File: config.mk
export PLATFORM = sky130hd
export DESIGN_NAME = power_monitor_warn_limits
export DESIGN_NICKNAME = d
export VERILOG_FILES = /design/src/pmon_pkg.sv /design/src/power_monitor_warn_limits.sv /design/src/warn_flag.sv
export SDC_FILE = /design/constraint.sdc
export NUM_CORES = 1
export LEC_CHECK = 0
export ABC_AREA = 1
export BUFFER_PORTS_ARGS = -buffer_cell sky130_fd_sc_hd__buf_4
export CAP_MARGIN = 0
export CORE_ASPECT_RATIO = 0.8
export CORE_UTILIZATION = 30
export CTS_CLUSTER_DIAMETER = 120
export DETAILED_ROUTE_END_ITERATION = 16
export GPL_ROUTABILITY_DRIVEN = 0
export PLACE_DENSITY = 0.51
export RECOVER_POWER = 50
export SYNTH_ARGS = -nofsm -noshare
export SYNTH_HDL_FRONTEND = slang
export SYNTH_HIERARCHICAL = 1
export SYNTH_SLANG_ARGS = --single-unit
File: constraint.sdc
create_clock -name i_clk -period 4.36 [get_ports i_clk]
set_input_delay 0.218 -clock i_clk [delete_from_list [all_inputs] [get_ports i_clk]]
set_output_delay 0.218 -clock i_clk [all_outputs]
set_load 0.005 [all_outputs]
File: src/pmon_pkg.sv
package pmon_pkg;

	// ==========================================================
	// link addressing
	// bus address of this monitor, arbitrary value
	localparam logic [6:0] DEVICE_ADDR = 7'h40;

	// ==========================================================
	// command codes
	localparam logic [7:0] CMD_CLEAR_FAULTS = 8'h03;
	localparam logic [7:0] CMD_SUPPORTED_FEATURES = 8'h19;
	localparam logic [7:0] CMD_OVERCURRENT_THRESHOLD = 8'h4A;
	localparam logic [7:0] CMD_OVERVOLTAGE_THRESHOLD = 8'h57;
	localparam logic [7:0] CMD_UNDERVOLTAGE_THRESHOLD = 8'h58;
	localparam logic [7:0] CMD_OVERPOWER_THRESHOLD = 8'h6B;

	// ==========================================================
	// register values and writable fields
	localparam logic [7:0] SUPPORTED_FEATURES_VALUE = 8'hB0;
	localparam logic [15:0] OVERCURRENT_RESET = 16'h7FF8;
	localparam logic [15:0] OVERVOLTAGE_RESET = 16'h7FF8;
	localparam logic [15:0] UNDERVOLTAGE_RESET = 16'h0000;
	localparam logic [15:0] OVERPOWER_RESET = 16'hFFF0;
	localparam logic [15:0] VOLTAGE_FIELD_MASK = 16'h7FF8;
	localparam logic [15:0] CURRENT_FIELD_MASK = 16'h7FF8;
	localparam logic [15:0] POWER_FIELD_MASK = 16'hFFF0;
	localparam logic [7:0] UNMAPPED_READ = 8'h00;

	// ==========================================================
	// warning_alert_mask bit positions
	localparam int MASK_INPUT_OVERCURRENT = 0;
	localparam int MASK_OVERVOLTAGE = 1;
	localparam int MASK_UNDERVOLTAGE = 2;
	localparam int MASK_OVERPOWER = 3;

	// ==========================================================
	// status bit positions
	localparam int STATUS_BYTE_NOTA = 0;
	localparam int STATUS_WORD_IOUT = 14;
	localparam int STATUS_WORD_INPUT = 13;
	localparam int STATUS_IOUT_OC_WARN = 5;
	localparam int STATUS_INPUT_OV_WARN = 6;
	localparam int STATUS_INPUT_UV_WARN = 5;
	localparam int STATUS_INPUT_OC_WARN = 1;
	localparam int STATUS_INPUT_OP_WARN = 0;

	// ==========================================================
	// carriers
	typedef struct packed {
		logic [15:0] current_reading;
		logic current_valid;
		logic [15:0] bus_voltage_reading;
		logic voltage_valid;
		logic [15:0] power_reading;
		logic power_valid;
	} meas_s;

	typedef struct packed {
		logic [7:0] status_byte;
		logic [15:0] status_word;
		logic [7:0] status_iout;
		logic [7:0] status_input;
	} status_s;

	typedef enum logic [8:0] {
		ST_IDLE = 9'h001,
		ST_ADDR = 9'h002,
		ST_ADDR_ACK = 9'h004,
		ST_CMD = 9'h008,
		ST_CMD_ACK = 9'h010,
		ST_WDATA = 9'h020,
		ST_WDATA_ACK = 9'h040,
		ST_RDATA = 9'h080,
		ST_RDATA_ACK = 9'h100
	} link_state_e;

endpackage : pmon_pkg

File: src/power_monitor_warn_limits.sv
// Contract
// - capability byte reads fixed feature value
// - limits served by read/write word
// - overcurrent compares current magnitude, both signs
// - overcurrent sets summary, word, iout, input bits
// - overcurrent field bits 14:3, others zero
// - overcurrent limit resets to all ones
// - overvoltage sets summary, input, warning flag
// - overvoltage alert suppressed by its mask
// - voltage limits share 1.25 mV scaling
// - voltage limit fields bits 14:3, others zero
// - overvoltage limit resets to all ones
// - undervoltage limit resets to zero
// - undervoltage sets summary, input, warning flag
// - overpower compares calculated power result
// - overpower sets input bits, maskable alert
// - overpower field bits 15:4, resets ones
// - clear faults drops flags, they re-arm
// - summary bit is OR of oc, ov, uv warnings
`timescale 1ns/1ns
module power_monitor_warn_limits (
	// clock and reset
	input wire logic i_clk,
	input wire logic i_rst,
	// link pins
	input wire logic i_scl,
	input wire logic i_sda,
	output logic o_sda,
	output logic o_sda_oe_n,
	// alert pin
	output logic o_alert,
	output logic o_alert_oe_n,
	// measurements and mask
	input pmon_pkg::meas_s i_meas,
	input wire logic [7:0] i_warning_alert_mask,
	// status view
	output pmon_pkg::status_s o_status
);

	// ==========================================================
	// pin synchronisers
	logic scl_meta_reg;
	logic scl_sync_reg;
	logic scl_prev_reg;
	logic sda_meta_reg;
	logic sda_sync_reg;
	logic sda_prev_reg;

	always_ff @(posedge i_clk) begin
		if (i_rst) begin
			scl_meta_reg <= 1'b1;
			scl_sync_reg <= 1'b1;
			scl_prev_reg <= 1'b1;
			sda_meta_reg <= 1'b1;
			sda_sync_reg <= 1'b1;
			sda_prev_reg <= 1'b1;
		end else begin
			scl_meta_reg <= i_scl;
			scl_sync_reg <= scl_meta_reg;
			scl_prev_reg <= scl_sync_reg;
			sda_meta_reg <= i_sda;
			sda_sync_reg <= sda_meta_reg;
			sda_prev_reg <= sda_sync_reg;
		end
	end

	logic scl_rise;
	logic scl_fall;
	logic start_seen;
	logic stop_seen;

	assign scl_rise = scl_sync_reg & ~scl_prev_reg;
	assign scl_fall = ~scl_sync_reg & scl_prev_reg;
	assign start_seen = scl_sync_reg & scl_prev_reg & sda_prev_reg & ~sda_sync_reg;
	assign stop_seen = scl_sync_reg & scl_prev_reg & ~sda_prev_reg & sda_sync_reg;

	// ==========================================================
	// limit registers
	logic [15:0] oc_limit_reg;
	logic [15:0] ov_limit_reg;
	logic [15:0] uv_limit_reg;
	logic [15:0] op_limit_reg;
	logic wr_commit;
	logic [7:0] cmd_reg;
	logic [7:0] wlow_reg;
	logic [7:0] shift_reg;
	logic [15:0] wr_word;

	assign wr_word = {shift_reg, wlow_reg};

	// word writes land on the limits
	always_ff @(posedge i_clk) begin
		if (i_rst) begin
			oc_limit_reg <= pmon_pkg::OVERCURRENT_RESET;
			ov_limit_reg <= pmon_pkg::OVERVOLTAGE_RESET;
			uv_limit_reg <= pmon_pkg::UNDERVOLTAGE_RESET;
			op_limit_reg <= pmon_pkg::OVERPOWER_RESET;
		end else if (wr_commit) begin
			case (cmd_reg)
				pmon_pkg::CMD_OVERCURRENT_THRESHOLD: begin
					oc_limit_reg <= wr_word & pmon_pkg::CURRENT_FIELD_MASK;
				end
				pmon_pkg::CMD_OVERVOLTAGE_THRESHOLD: begin
					ov_limit_reg <= wr_word & pmon_pkg::VOLTAGE_FIELD_MASK;
				end
				pmon_pkg::CMD_UNDERVOLTAGE_THRESHOLD: begin
					uv_limit_reg <= wr_word & pmon_pkg::VOLTAGE_FIELD_MASK;
				end
				pmon_pkg::CMD_OVERPOWER_THRESHOLD: begin
					op_limit_reg <= wr_word & pmon_pkg::POWER_FIELD_MASK;
				end
				default: begin
				end
			endcase
		end
	end

	// ==========================================================
	// read data selection
	function automatic logic [7:0] read_byte(input logic [7:0] cmd, input logic hi,
		input logic [15:0] oc, input logic [15:0] ov, input logic [15:0] uv,
		input logic [15:0] op);
		logic [15:0] word;
		word = 16'h0000;
		read_byte = pmon_pkg::UNMAPPED_READ;
		case (cmd)
			pmon_pkg::CMD_OVERCURRENT_THRESHOLD: word = oc;
			pmon_pkg::CMD_OVERVOLTAGE_THRESHOLD: word = ov;
			pmon_pkg::CMD_UNDERVOLTAGE_THRESHOLD: word = uv;
			pmon_pkg::CMD_OVERPOWER_THRESHOLD: word = op;
			default: word = 16'h0000;
		endcase
		if (cmd == pmon_pkg::CMD_SUPPORTED_FEATURES) begin
			read_byte = hi ? pmon_pkg::UNMAPPED_READ : pmon_pkg::SUPPORTED_FEATURES_VALUE;
		end else begin
			// low byte first, as a read word sends it
			read_byte = hi ? word[15:8] : word[7:0];
		end
	endfunction : read_byte

	// ==========================================================
	// link engine
	pmon_pkg::link_state_e state_reg;
	logic [3:0] bit_cnt_reg;
	logic [1:0] byte_idx_reg;
	logic rw_reg;
	logic [7:0] tx_reg;
	logic sda_low_reg;
	logic clear_pulse_reg;
	logic [7:0] rd_lo;
	logic [7:0] rd_hi;

	assign rd_lo = read_byte(cmd_reg, 1'b0, oc_limit_reg, ov_limit_reg, uv_limit_reg,
		op_limit_reg);
	assign rd_hi = read_byte(cmd_reg, 1'b1, oc_limit_reg, ov_limit_reg, uv_limit_reg,
		op_limit_reg);

	assign wr_commit = scl_fall && (state_reg == pmon_pkg::ST_WDATA) &&
		(bit_cnt_reg == 4'h8) && (byte_idx_reg == 2'h1);

	always_ff @(posedge i_clk) begin
		if (i_rst) begin
			state_reg <= pmon_pkg::ST_IDLE;
			bit_cnt_reg <= 4'h0;
			byte_idx_reg <= 2'h0;
			rw_reg <= 1'b0;
			cmd_reg <= 8'h00;
			wlow_reg <= 8'h00;
			shift_reg <= 8'h00;
			tx_reg <= 8'h00;
			sda_low_reg <= 1'b0;
			clear_pulse_reg <= 1'b0;
		end else begin
			clear_pulse_reg <= 1'b0;
			if (start_seen) begin
				state_reg <= pmon_pkg::ST_ADDR;
				bit_cnt_reg <= 4'h0;
				sda_low_reg <= 1'b0;
			end else if (stop_seen) begin
				state_reg <= pmon_pkg::ST_IDLE;
				sda_low_reg <= 1'b0;
			end else if (scl_rise) begin
				case (state_reg)
					pmon_pkg::ST_ADDR, pmon_pkg::ST_CMD, pmon_pkg::ST_WDATA: begin
						shift_reg <= {shift_reg[6:0], sda_sync_reg};
						bit_cnt_reg <= bit_cnt_reg + 4'h1;
					end
					pmon_pkg::ST_RDATA_ACK: begin
						// master nack ends the read
						if (sda_sync_reg) begin
							state_reg <= pmon_pkg::ST_IDLE;
						end
					end
					default: begin
					end
				endcase
			end else if (scl_fall) begin
				case (state_reg)
					pmon_pkg::ST_ADDR: begin
						if (bit_cnt_reg == 4'h8) begin
							if (shift_reg[7:1] == pmon_pkg::DEVICE_ADDR) begin
								state_reg <= pmon_pkg::ST_ADDR_ACK;
								rw_reg <= shift_reg[0];
								sda_low_reg <= 1'b1;
							end else begin
								state_reg <= pmon_pkg::ST_IDLE;
							end
						end
					end
					pmon_pkg::ST_ADDR_ACK: begin
						bit_cnt_reg <= 4'h0;
						byte_idx_reg <= 2'h0;
						if (rw_reg) begin
							// first byte of a read word
							tx_reg <= rd_lo;
							sda_low_reg <= ~rd_lo[7];
							bit_cnt_reg <= 4'h1;
							state_reg <= pmon_pkg::ST_RDATA;
						end else begin
							sda_low_reg <= 1'b0;
							state_reg <= pmon_pkg::ST_CMD;
						end
					end
					pmon_pkg::ST_CMD: begin
						if (bit_cnt_reg == 4'h8) begin
							cmd_reg <= shift_reg;
							sda_low_reg <= 1'b1;
							state_reg <= pmon_pkg::ST_CMD_ACK;
							clear_pulse_reg <= (shift_reg == pmon_pkg::CMD_CLEAR_FAULTS);
						end
					end
					pmon_pkg::ST_CMD_ACK, pmon_pkg::ST_WDATA_ACK: begin
						sda_low_reg <= 1'b0;
						bit_cnt_reg <= 4'h0;
						state_reg <= pmon_pkg::ST_WDATA;
					end
					pmon_pkg::ST_WDATA: begin
						if (bit_cnt_reg == 4'h8) begin
							// extra bytes such as a check byte are acked and dropped
							if (byte_idx_reg == 2'h0) begin
								wlow_reg <= shift_reg;
							end
							if (byte_idx_reg != 2'h3) begin
								byte_idx_reg <= byte_idx_reg + 2'h1;
							end
							sda_low_reg <= 1'b1;
							state_reg <= pmon_pkg::ST_WDATA_ACK;
						end
					end
					pmon_pkg::ST_RDATA: begin
						if (bit_cnt_reg == 4'h8) begin
							sda_low_reg <= 1'b0;
							state_reg <= pmon_pkg::ST_RDATA_ACK;
						end else begin
							sda_low_reg <= ~tx_reg[6];
							tx_reg <= {tx_reg[6:0], 1'b0};
							bit_cnt_reg <= bit_cnt_reg + 4'h1;
						end
					end
					pmon_pkg::ST_RDATA_ACK: begin
						// second byte is the high half
						tx_reg <= rd_hi;
						sda_low_reg <= ~rd_hi[7];
						bit_cnt_reg <= 4'h1;
						byte_idx_reg <= 2'h1;
						state_reg <= pmon_pkg::ST_RDATA;
					end
					default: begin
						state_reg <= pmon_pkg::ST_IDLE;
					end
				endcase
			end
		end
	end

	// open drain: only ever pulls low
	assign o_sda = 1'b0;
	assign o_sda_oe_n = ~sda_low_reg;

	// ==========================================================
	// limit comparison
	logic [15:0] current_mag;
	logic oc_cross;
	logic ov_cross;
	logic uv_cross;
	logic op_cross;

	assign current_mag = i_meas.current_reading[15] ?
		(~i_meas.current_reading + 16'h0001) : i_meas.current_reading;
	// limit and reading share weighting, compared directly
	assign oc_cross = i_meas.current_valid && (current_mag > oc_limit_reg);
	// same 1.25 mV code for reading and limit
	assign ov_cross = i_meas.voltage_valid &&
		(i_meas.bus_voltage_reading > ov_limit_reg);
	assign uv_cross = i_meas.voltage_valid &&
		(i_meas.bus_voltage_reading < uv_limit_reg);
	// calculated power, not a raw sample
	assign op_cross = i_meas.power_valid && (i_meas.power_reading > op_limit_reg);

	// ==========================================================
	// warning flags
	logic oc_flag;
	logic ov_flag;
	logic uv_flag;
	logic op_flag;

	warn_flag u_oc_flag (
		.i_clk(i_clk),
		.i_rst(i_rst),
		.i_set(oc_cross),
		.i_clear(clear_pulse_reg),
		.o_flag(oc_flag)
	);
	warn_flag u_ov_flag (
		.i_clk(i_clk),
		.i_rst(i_rst),
		.i_set(ov_cross),
		.i_clear(clear_pulse_reg),
		.o_flag(ov_flag)
	);
	warn_flag u_uv_flag (
		.i_clk(i_clk),
		.i_rst(i_rst),
		.i_set(uv_cross),
		.i_clear(clear_pulse_reg),
		.o_flag(uv_flag)
	);
	warn_flag u_op_flag (
		.i_clk(i_clk),
		.i_rst(i_rst),
		.i_set(op_cross),
		.i_clear(clear_pulse_reg),
		.o_flag(op_flag)
	);

	// ==========================================================
	// status and alert
	pmon_pkg::status_s status_next;
	logic alert_next;
	logic alert_reg;

	always_comb begin
		status_next = '0;
		// summary is OR of the oc, ov and uv warnings
		status_next.status_byte[pmon_pkg::STATUS_BYTE_NOTA] = oc_flag | ov_flag | uv_flag;
		status_next.status_word[pmon_pkg::STATUS_WORD_IOUT] = oc_flag;
		status_next.status_iout[pmon_pkg::STATUS_IOUT_OC_WARN] = oc_flag;
		status_next.status_input[pmon_pkg::STATUS_INPUT_OC_WARN] = oc_flag;
		status_next.status_input[pmon_pkg::STATUS_INPUT_OV_WARN] = ov_flag;
		status_next.status_input[pmon_pkg::STATUS_INPUT_UV_WARN] = uv_flag;
		status_next.status_input[pmon_pkg::STATUS_INPUT_OP_WARN] = op_flag;
		status_next.status_word[pmon_pkg::STATUS_WORD_INPUT] =
			oc_flag | ov_flag | uv_flag | op_flag;
		status_next.status_word[7:0] = status_next.status_byte;
	end

	// each warning gated by its mask bit
	assign alert_next =
		(oc_flag & ~i_warning_alert_mask[pmon_pkg::MASK_INPUT_OVERCURRENT]) |
		(ov_flag & ~i_warning_alert_mask[pmon_pkg::MASK_OVERVOLTAGE]) |
		(uv_flag & ~i_warning_alert_mask[pmon_pkg::MASK_UNDERVOLTAGE]) |
		(op_flag & ~i_warning_alert_mask[pmon_pkg::MASK_OVERPOWER]);

	always_ff @(posedge i_clk) begin
		if (i_rst) begin
			o_status <= '0;
			alert_reg <= 1'b0;
		end else begin
			o_status <= status_next;
			alert_reg <= alert_next;
		end
	end

	// alert pulls the pin low while an unmasked warning stands
	assign o_alert = 1'b0;
	assign o_alert_oe_n = ~alert_reg;

endmodule : power_monitor_warn_limits

File: src/warn_flag.sv
`timescale 1ns/1ns
module warn_flag (
	// clock and reset
	input wire logic i_clk,
	input wire logic i_rst,
	// control
	input wire logic i_set,
	input wire logic i_clear,
	// state
	output logic o_flag
);

	// ==========================================================
	// sticky flag
	// set wins so a crossing in the clear cycle is kept
	always_ff @(posedge i_clk) begin
		if (i_rst) begin
			o_flag <= 1'b0;
		end else if (i_set) begin
			o_flag <= 1'b1;
		end else if (i_clear) begin
			o_flag <= 1'b0;
		end
	end

endmodule : warn_flag

-- Word-level counts from Yosys, hierarchy flattened
Cells that the tools add are included.
- input bits: 63
- flip-flop bits (word level): 148
- output and inout bits: 44
- logic and storage cells: 195
- equal/unequal tests: 39
- bitwise logic cells: 37
- reduce and logical (&&, ||, !) cells: 38
- multiplexer cells: 40
- $lt $le $gt $ge: 4
- $add $sub $neg: 3
- operators with widths (operator ; number):
    $mux 9 ; 8
    $pmux 16 s4 ; 1
    $pmux 9 s7 ; 1
    $reduce_and 7->1 ; 6
    $eq 8x7->1 const B ; 4
    $gt 16x15->1 ; 2
    $mux 8 ; 3
    $pmux 7 s3 ; 1
    $not 1->1 ; 19
    $add 16x1->16 const B ; 1
    $gt 16x16->1 ; 1
    $lt 16x15->1 ; 1
    $mux 16 ; 1
    $mux 4 ; 4
    $not 16->16 ; 1
    $pmux 4 s4 ; 1
    $ne 5x5->1 const B ; 3
    $mux 7 ; 2
    $ne 2x2->1 const B ; 6
    $ne 3x3->1 const B ; 4
    $reduce_and 6->1 ; 2
    $and 1x1->1 ; 11
    $mux 1 ; 11
    $ne 2x1->1 const B ; 5
    37 further kinds ; 62

-- Longest topological paths before layout
- word-level depth: 8
- gate-level depth with buffers: 21
- gate-level depth less buffers: 21

-- By module
The synthesis kept the hierarchy.
- by module, submodules not included (module ; area an instance (um^2) ; cells each ; seq. area each (um^2) ; times used):
    power_monitor_warn_limits ; 7165.6 ; 998 ; 2142.1 ; 1
    warn_flag ; 40.0 ; 5 ; 20.0 ; 4

-- Worst setup path after synthesis
OpenSTA, ideal clock, no wires.
- path kind: input to register
- start point: in i_meas[36] (netlist name)
- end point: reg u_oc_flag.o_flag
- path buffers: 0
- cell stages on the path: 19
- data required time: 4.246 ns
- arrival: 2.136 ns
- slack: 2.110 ns
- cell sequence: inv_1 > ha_1 > inv_1 > nor3_1 > nand2_1 > nor3_1 > nand2_1 > nor2_1 > nand2_1 > nand3b_1 > nand2_1 > ha_1 > nand2_1 > a211oi_1 > nand4_1 > nand2_1 > a21boi_0 > inv_1 > a21oi_2
- word-level cells in the longest chain between the ends: 6
- RTL lines (what ; line ; text):
    start, declared ; power_monitor_warn_limits.sv:34 ; input pmon_pkg::meas_s i_meas,
    $not 16->16 ; power_monitor_warn_limits.sv:289 ; (~i_meas.current_reading + 16'h0001) : i_meas.current_reading;
    $add 16x1->16 ; power_monitor_warn_limits.sv:289 ;
    $mux 16 * ; power_monitor_warn_limits.sv:288 ; assign current_mag = i_meas.current_reading[15] ?
    $gt 16x15->1 * ; power_monitor_warn_limits.sv:291 ; assign oc_cross = i_meas.current_valid && (current_mag > oc_limit_reg);
    $logic_and 1x1->1 * ; power_monitor_warn_limits.sv:291 ;
    via oc_cross ; power_monitor_warn_limits.sv:283 ; logic oc_cross;
    $mux 1 / $reduce_bool 2->1 (equally long branches) ; - ;
    end signal, assigned ; warn_flag.sv:18 ; o_flag <= 1'b0;
    end signal, assigned ; warn_flag.sv:20 ; o_flag <= 1'b1;
    end signal, assigned ; warn_flag.sv:22 ; o_flag <= 1'b0;
    end, declared ; warn_flag.sv:10 ; output logic o_flag
Mark *: on every way through the listed nets, which the timed path passes. The rest lies on a longest branch.
A chain may end at the register's enable or synchronous reset.

-- Final worst setup path
- start point: reg bit_cnt_reg[0]
- end point: reg oc_limit_reg[11]
- word-level cells in the longest chain between the ends: 4
- RTL lines (what ; line ; text):
    start, declared ; power_monitor_warn_limits.sv:144 ; logic [3:0] bit_cnt_reg;
    start signal, assigned ; power_monitor_warn_limits.sv:186 ; bit_cnt_reg <= bit_cnt_reg + 4'h1;
    start signal, assigned ; power_monitor_warn_limits.sv:257 ; bit_cnt_reg <= bit_cnt_reg + 4'h1;
    $eq 4x4->1 ; power_monitor_warn_limits.sv:159 ; (bit_cnt_reg == 4'h8) && (byte_idx_reg == 2'h1);
    $logic_and 1x1->1 ; power_monitor_warn_limits.sv:158 ; assign wr_commit = scl_fall && (state_reg == pmon_pkg::ST_WDATA) &&
    $logic_and 1x1->1 ; power_monitor_warn_limits.sv:159 ;
    $reduce_and 2->1 (no source line) ; - ;
    end signal, assigned ; power_monitor_warn_limits.sv:94 ; oc_limit_reg <= pmon_pkg::OVERCURRENT_RESET;
    end signal, assigned ; power_monitor_warn_limits.sv:101 ; oc_limit_reg <= wr_word & pmon_pkg::CURRENT_FIELD_MASK;
    end, declared ; power_monitor_warn_limits.sv:79 ; logic [15:0] oc_limit_reg;
No other way between the ends.

==> results by stage <==
Min path:
- The min-delay analysis places its worst path in the category in -> reg.
- The launch point of the worst hold path is i_scl.

Power:
- The part of the total power dissipated in the clock network is 0.405.
- Across the VDD grid, the largest voltage drop is 0.000176 V.
- The switching power is 0.521 mW.
- The internal power contribution is 1.57 mW.
- Of the total power, combinational logic draws 0.103.
- The total leakage power is 4.06 nW.
- Of the total power, the share spent switching nets is 0.249.
- The sequential fraction of design power is 0.492.
- The design draws 2.10 mW.
- Dividing total power by cell area gives a power density of 258 nW/um^2.

Critical path:
- The kind of capture point of the worst setup path is a flip-flop.
- The startpoint identified for the worst register-to-register timing path is bit_cnt_reg[0].
- The category of the most critical setup path is reg -> reg.
- STA puts the critical path data arrival time at 3400 ps.
- The critical path's slowest cell is sky130_fd_sc_hd__nand3_1.
- The largest fanout on the critical path is 24.
- On the worst path, the slowest cell contributes a delay of 760 ps.
- The critical path launch point is bit_cnt_reg[0].
- Walking the worst path, the cells encountered are inv_1, ha_1, nand2_1, nor2_1, nand2_1, nor2_1, nand3_1, o211ai_1.
- The kind of cell with the highest combined delay along the critical path is simple AND/OR/NAND/NOR gates.
- The number of buffers and inverters on the critical path is 1.
- STA classifies the critical path startpoint as a flip-flop.
- The required time of the critical path is 4610 ps.

Routing:
- The detail-routed via count per cell is 4.70.
- The total vias in the final route is 6512.
- The detailed router's first-iteration violation count is 416.
- The first TritonRoute pass finished after 4 iterations.
- Dividing the detail-routed wire length by the instance count gives 14.2 um.
- Wires add up to 19600 um.
- The count of nets left with antenna violations once routing finished came out at 0.
- The post-detailed-route DRC marker count is 0.

Timing:
- The final count of negative-setup-slack endpoints is 0.
- The relative slew slack is 0.0842.
- The final cycle utilization of the critical path is 0.722.
- Clock skew on the completed layout was measured at 8.79 ps.
- The worst setup slack after layout is 1210 ps.
- Setup repair after global routing left no endpoint under its margin.
- The max-slew violation count is 0.
- Static timing analysis puts the maximum clock frequency at 0.318 GHz.
- The final critical path time including I/O delays and setup is 3150 ps.
- For the pin with the worst max-slew slack, the measured transition is 1370 ps.
- The count of final hold-check violations is 0.
- The tightest hold margin is 39.8 ps.
- In the final timing run, aggregate negative setup slack is 0 ps.

Synthesis:
- The share of synthesized area in the top cell type comes to 0.303.
- Counting every instance in the synthesized netlist gives 1018.
- The number of distinct library cell variants in the gate-level netlist after synthesis is 50.
- In the synthesized netlist the dominant register cell turns out to be sky130_fd_sc_hd__dfxtp_1.
- The post-synthesis area per instance is 7.20 sq um.
- By instance count, the leading cell after synthesis is sky130_fd_sc_hd__nand2_1.
- The total number of yosys warnings is 6.
- Of the synthesized area, sequential elements account for 0.303.
- Counting flops and latches in the post-synthesis netlist gives 111.
- In the synthesized netlist, the cells that appear most often are 190 x sky130_fd_sc_hd__nand2_1, 144 x sky130_fd_sc_hd__inv_1, 111 x sky130_fd_sc_hd__dfxtp_1, 92 x sky130_fd_sc_hd__nor2_1, 72 x sky130_fd_sc_hd__a21oi_1.
- Summed over all instances, the cell type with the most area after synthesis is sky130_fd_sc_hd__dfxtp_1.
- The proportion of register bits with asynchronous set or reset after synthesis is 0.
- The count of flip-flops with a built-in enable after synthesis is 0.
- In the post-synthesis netlist, the biggest area contributors are sky130_fd_sc_hd__dfxtp_1 30%, sky130_fd_sc_hd__ha_1 9.7%, sky130_fd_sc_hd__nand2_1 9.7%.
- The synthesized cell area is 7330 sq um.

Clock network:
- TritonCTS built the clock tree.
- The later pin in the worst-skew pair is clocked with a latency of 360 ps.
- Clock tree synthesis selected as its root buffer the cell sky130_fd_sc_hd__clkbuf_16.
- The maximum level of the CTS H-tree is 3.
- The total of hold buffers inserted after clock tree synthesis is 0.
- The total of cells resized after clock tree synthesis is 0.
- Clock-pin slew was measured on the worst setup and hold paths at 70 ps.
- The clock passes through at most 2 buffers.
- Counting the buffers created by CTS gives 9.
- The number of sinks on the clock net is 111.
- In this run the post-CTS setup repair buffer count came out at 0.

Die:
- In this run the core area contains 50 standard-cell rows.
- The number of top-level pins is 107.
- The full die area is 25100 sq um.
- The die boundary height is 142 um.
- The effective utilization at floorplan is 0.310.
- Measured along the x axis, the die boundary spans 177 um.
- In this run the standard cell core region covers 23600 sq um.

Layout:
- The number of filler instances in the final layout is 2545.
- After the flow finishes, the layout carries non-filler instances totaling 1385.
- Of the cells placed in the final design, the portion with a size suffix greater than 1 is 0.131.
- The net count of the finished layout is 1189.
- The final standard cell area without fillers is 8130 sq um.
- The area growth from synthesis to layout is 10.9%.
- The count of inserted antenna diode cells is 0.
- The utilization of the core after routing is 0.344.

GRT:
- The number of antenna violations at the first check in global routing is 0.
- For this run the aggregate overflow at the end of global routing stands at 0.
- The first-pass GRT wire length is 31500 um.
- The number of global-route vias before repair is 5862.
- Across every metal layer, demand over resource in global routing totals 0.161.
- Entering global routing, the biggest net connects 46 pins.

Placed design:
- Input and output buffers added on the ports amount to 69.
- Timing analysis after detailed placement gives a worst setup slack of 1420 ps.
- Including well taps, the total number of placed cells is 1370.
- The sum of net half-perimeters after detailed placement is 15400 um.
- The total placed instance area is 7930 sq um.

Outcome:
- The flow ran to the end, and the final reports show no timing, DRC or antenna violations.

Flow run:
- The max-cap violation count is 0.
==> power groups by stage <==
stage	Clock, mW	Sequential [mW]	Combinational, mW
final	0.849	1.03	0.216
after CTS	0.872	1.03	0.220
after global routing	0.913	1.03	0.248
after detailed placement	0	1.05	0.219
after global placement	0	1.05	0.217
after floorplan	0	1.05	0.160
==> cell type report <==
cell class | count | area (sq um) | share of cell area
multi-input cells | 726 | 4130 | 0.508
well taps | 312 | 390 | 0.0480
inverters | 151 | 567 | 0.0697
repair buffers | 70 | 519 | 0.0639
clock buffers | 11 | 243 | 0.0299
clock inverters | 4 | 55.1 | 0.00677
flip-flops and latches | 111 | 2220 | 0.273
==> per-layer routing <==
| layer | vias up | routed length, um | GRT usage |
|---|---|---|---|
| met4 | 0 | 272 | 0.0413 |
| met3 | 19 | 1030 | 0.0324 |
| li1 | 3386 | - | - |
| met1 | 2928 | 10700 | 0.250 |
| met2 | 179 | 7640 | 0.221 |
| met5 | - | 0 | 0 |
==> cell usage in the layout, fill, tap and decap left out, types with 2 or more instances in the layout <==
cell type                   count
sky130_fd_sc_hd__o21a_1         2
sky130_fd_sc_hd__buf_4         57
sky130_fd_sc_hd__nor4_1         3
sky130_fd_sc_hd__o21bai_1       3
sky130_fd_sc_hd__nand4_1       21
sky130_fd_sc_hd__o211ai_1      22
sky130_fd_sc_hd__nor2_2         6
sky130_fd_sc_hd__xnor2_1        5
sky130_fd_sc_hd__nor2_4         6
sky130_fd_sc_hd__a211oi_1       2
sky130_fd_sc_hd__o211ai_2      16
sky130_fd_sc_hd__nand3b_1       3
sky130_fd_sc_hd__inv_1        145
sky130_fd_sc_hd__nand3_4        2
sky130_fd_sc_hd__ha_1          57
sky130_fd_sc_hd__or2_2          6
sky130_fd_sc_hd__nor2_1        94
sky130_fd_sc_hd__a21oi_2        3
sky130_fd_sc_hd__nand2_2        7
sky130_fd_sc_hd__conb_1        33
sky130_fd_sc_hd__nor3_1        12
sky130_fd_sc_hd__xor2_1         8
sky130_fd_sc_hd__o21ai_0       43
sky130_fd_sc_hd__nand2_1      191
sky130_fd_sc_hd__o22ai_1        6
sky130_fd_sc_hd__clkbuf_4      11
sky130_fd_sc_hd__clkbuf_16      9
sky130_fd_sc_hd__nor3b_1        3
sky130_fd_sc_hd__clkbuf_1       2
sky130_fd_sc_hd__inv_2          6
sky130_fd_sc_hd__a21oi_1       73
sky130_fd_sc_hd__dfxtp_1      111
sky130_fd_sc_hd__o21ai_1       18
sky130_fd_sc_hd__a21boi_0       2
sky130_fd_sc_hd__nand3_1       67
==> final timing paths <==
check	end	slack, ps	cells after the start
max	oc_limit_reg[11]	1210	8
min	scl_meta_reg	40	2
max reg2reg	oc_limit_reg[11]	1210	8
min reg2reg	sda_sync_reg	410	1
==> cells by family after synthesis <==
family | after synthesis | synth area share
xor+xnor | 13 | 0.0155
buf+inv | 213 | 0.136
other cells | 1 | 0.000512
compound gates | 196 | 0.170
fa+ha+maj | 57 | 0.0974
flops | 111 | 0.303
simple gates | 427 | 0.277
==> worst reg2reg max path, stage by stage, from the launching register on <==
cell and delay [ps]:
sky130_fd_sc_hd__dfxtp_1 330, sky130_fd_sc_hd__inv_1 100, sky130_fd_sc_hd__ha_1 150, sky130_fd_sc_hd__nand2_1 50, sky130_fd_sc_hd__nor2_1 520, sky130_fd_sc_hd__nand2_1 260
sky130_fd_sc_hd__nor2_1 400, sky130_fd_sc_hd__nand3_1 760, sky130_fd_sc_hd__o211ai_1 480
(Power assumes the default switching activity.)
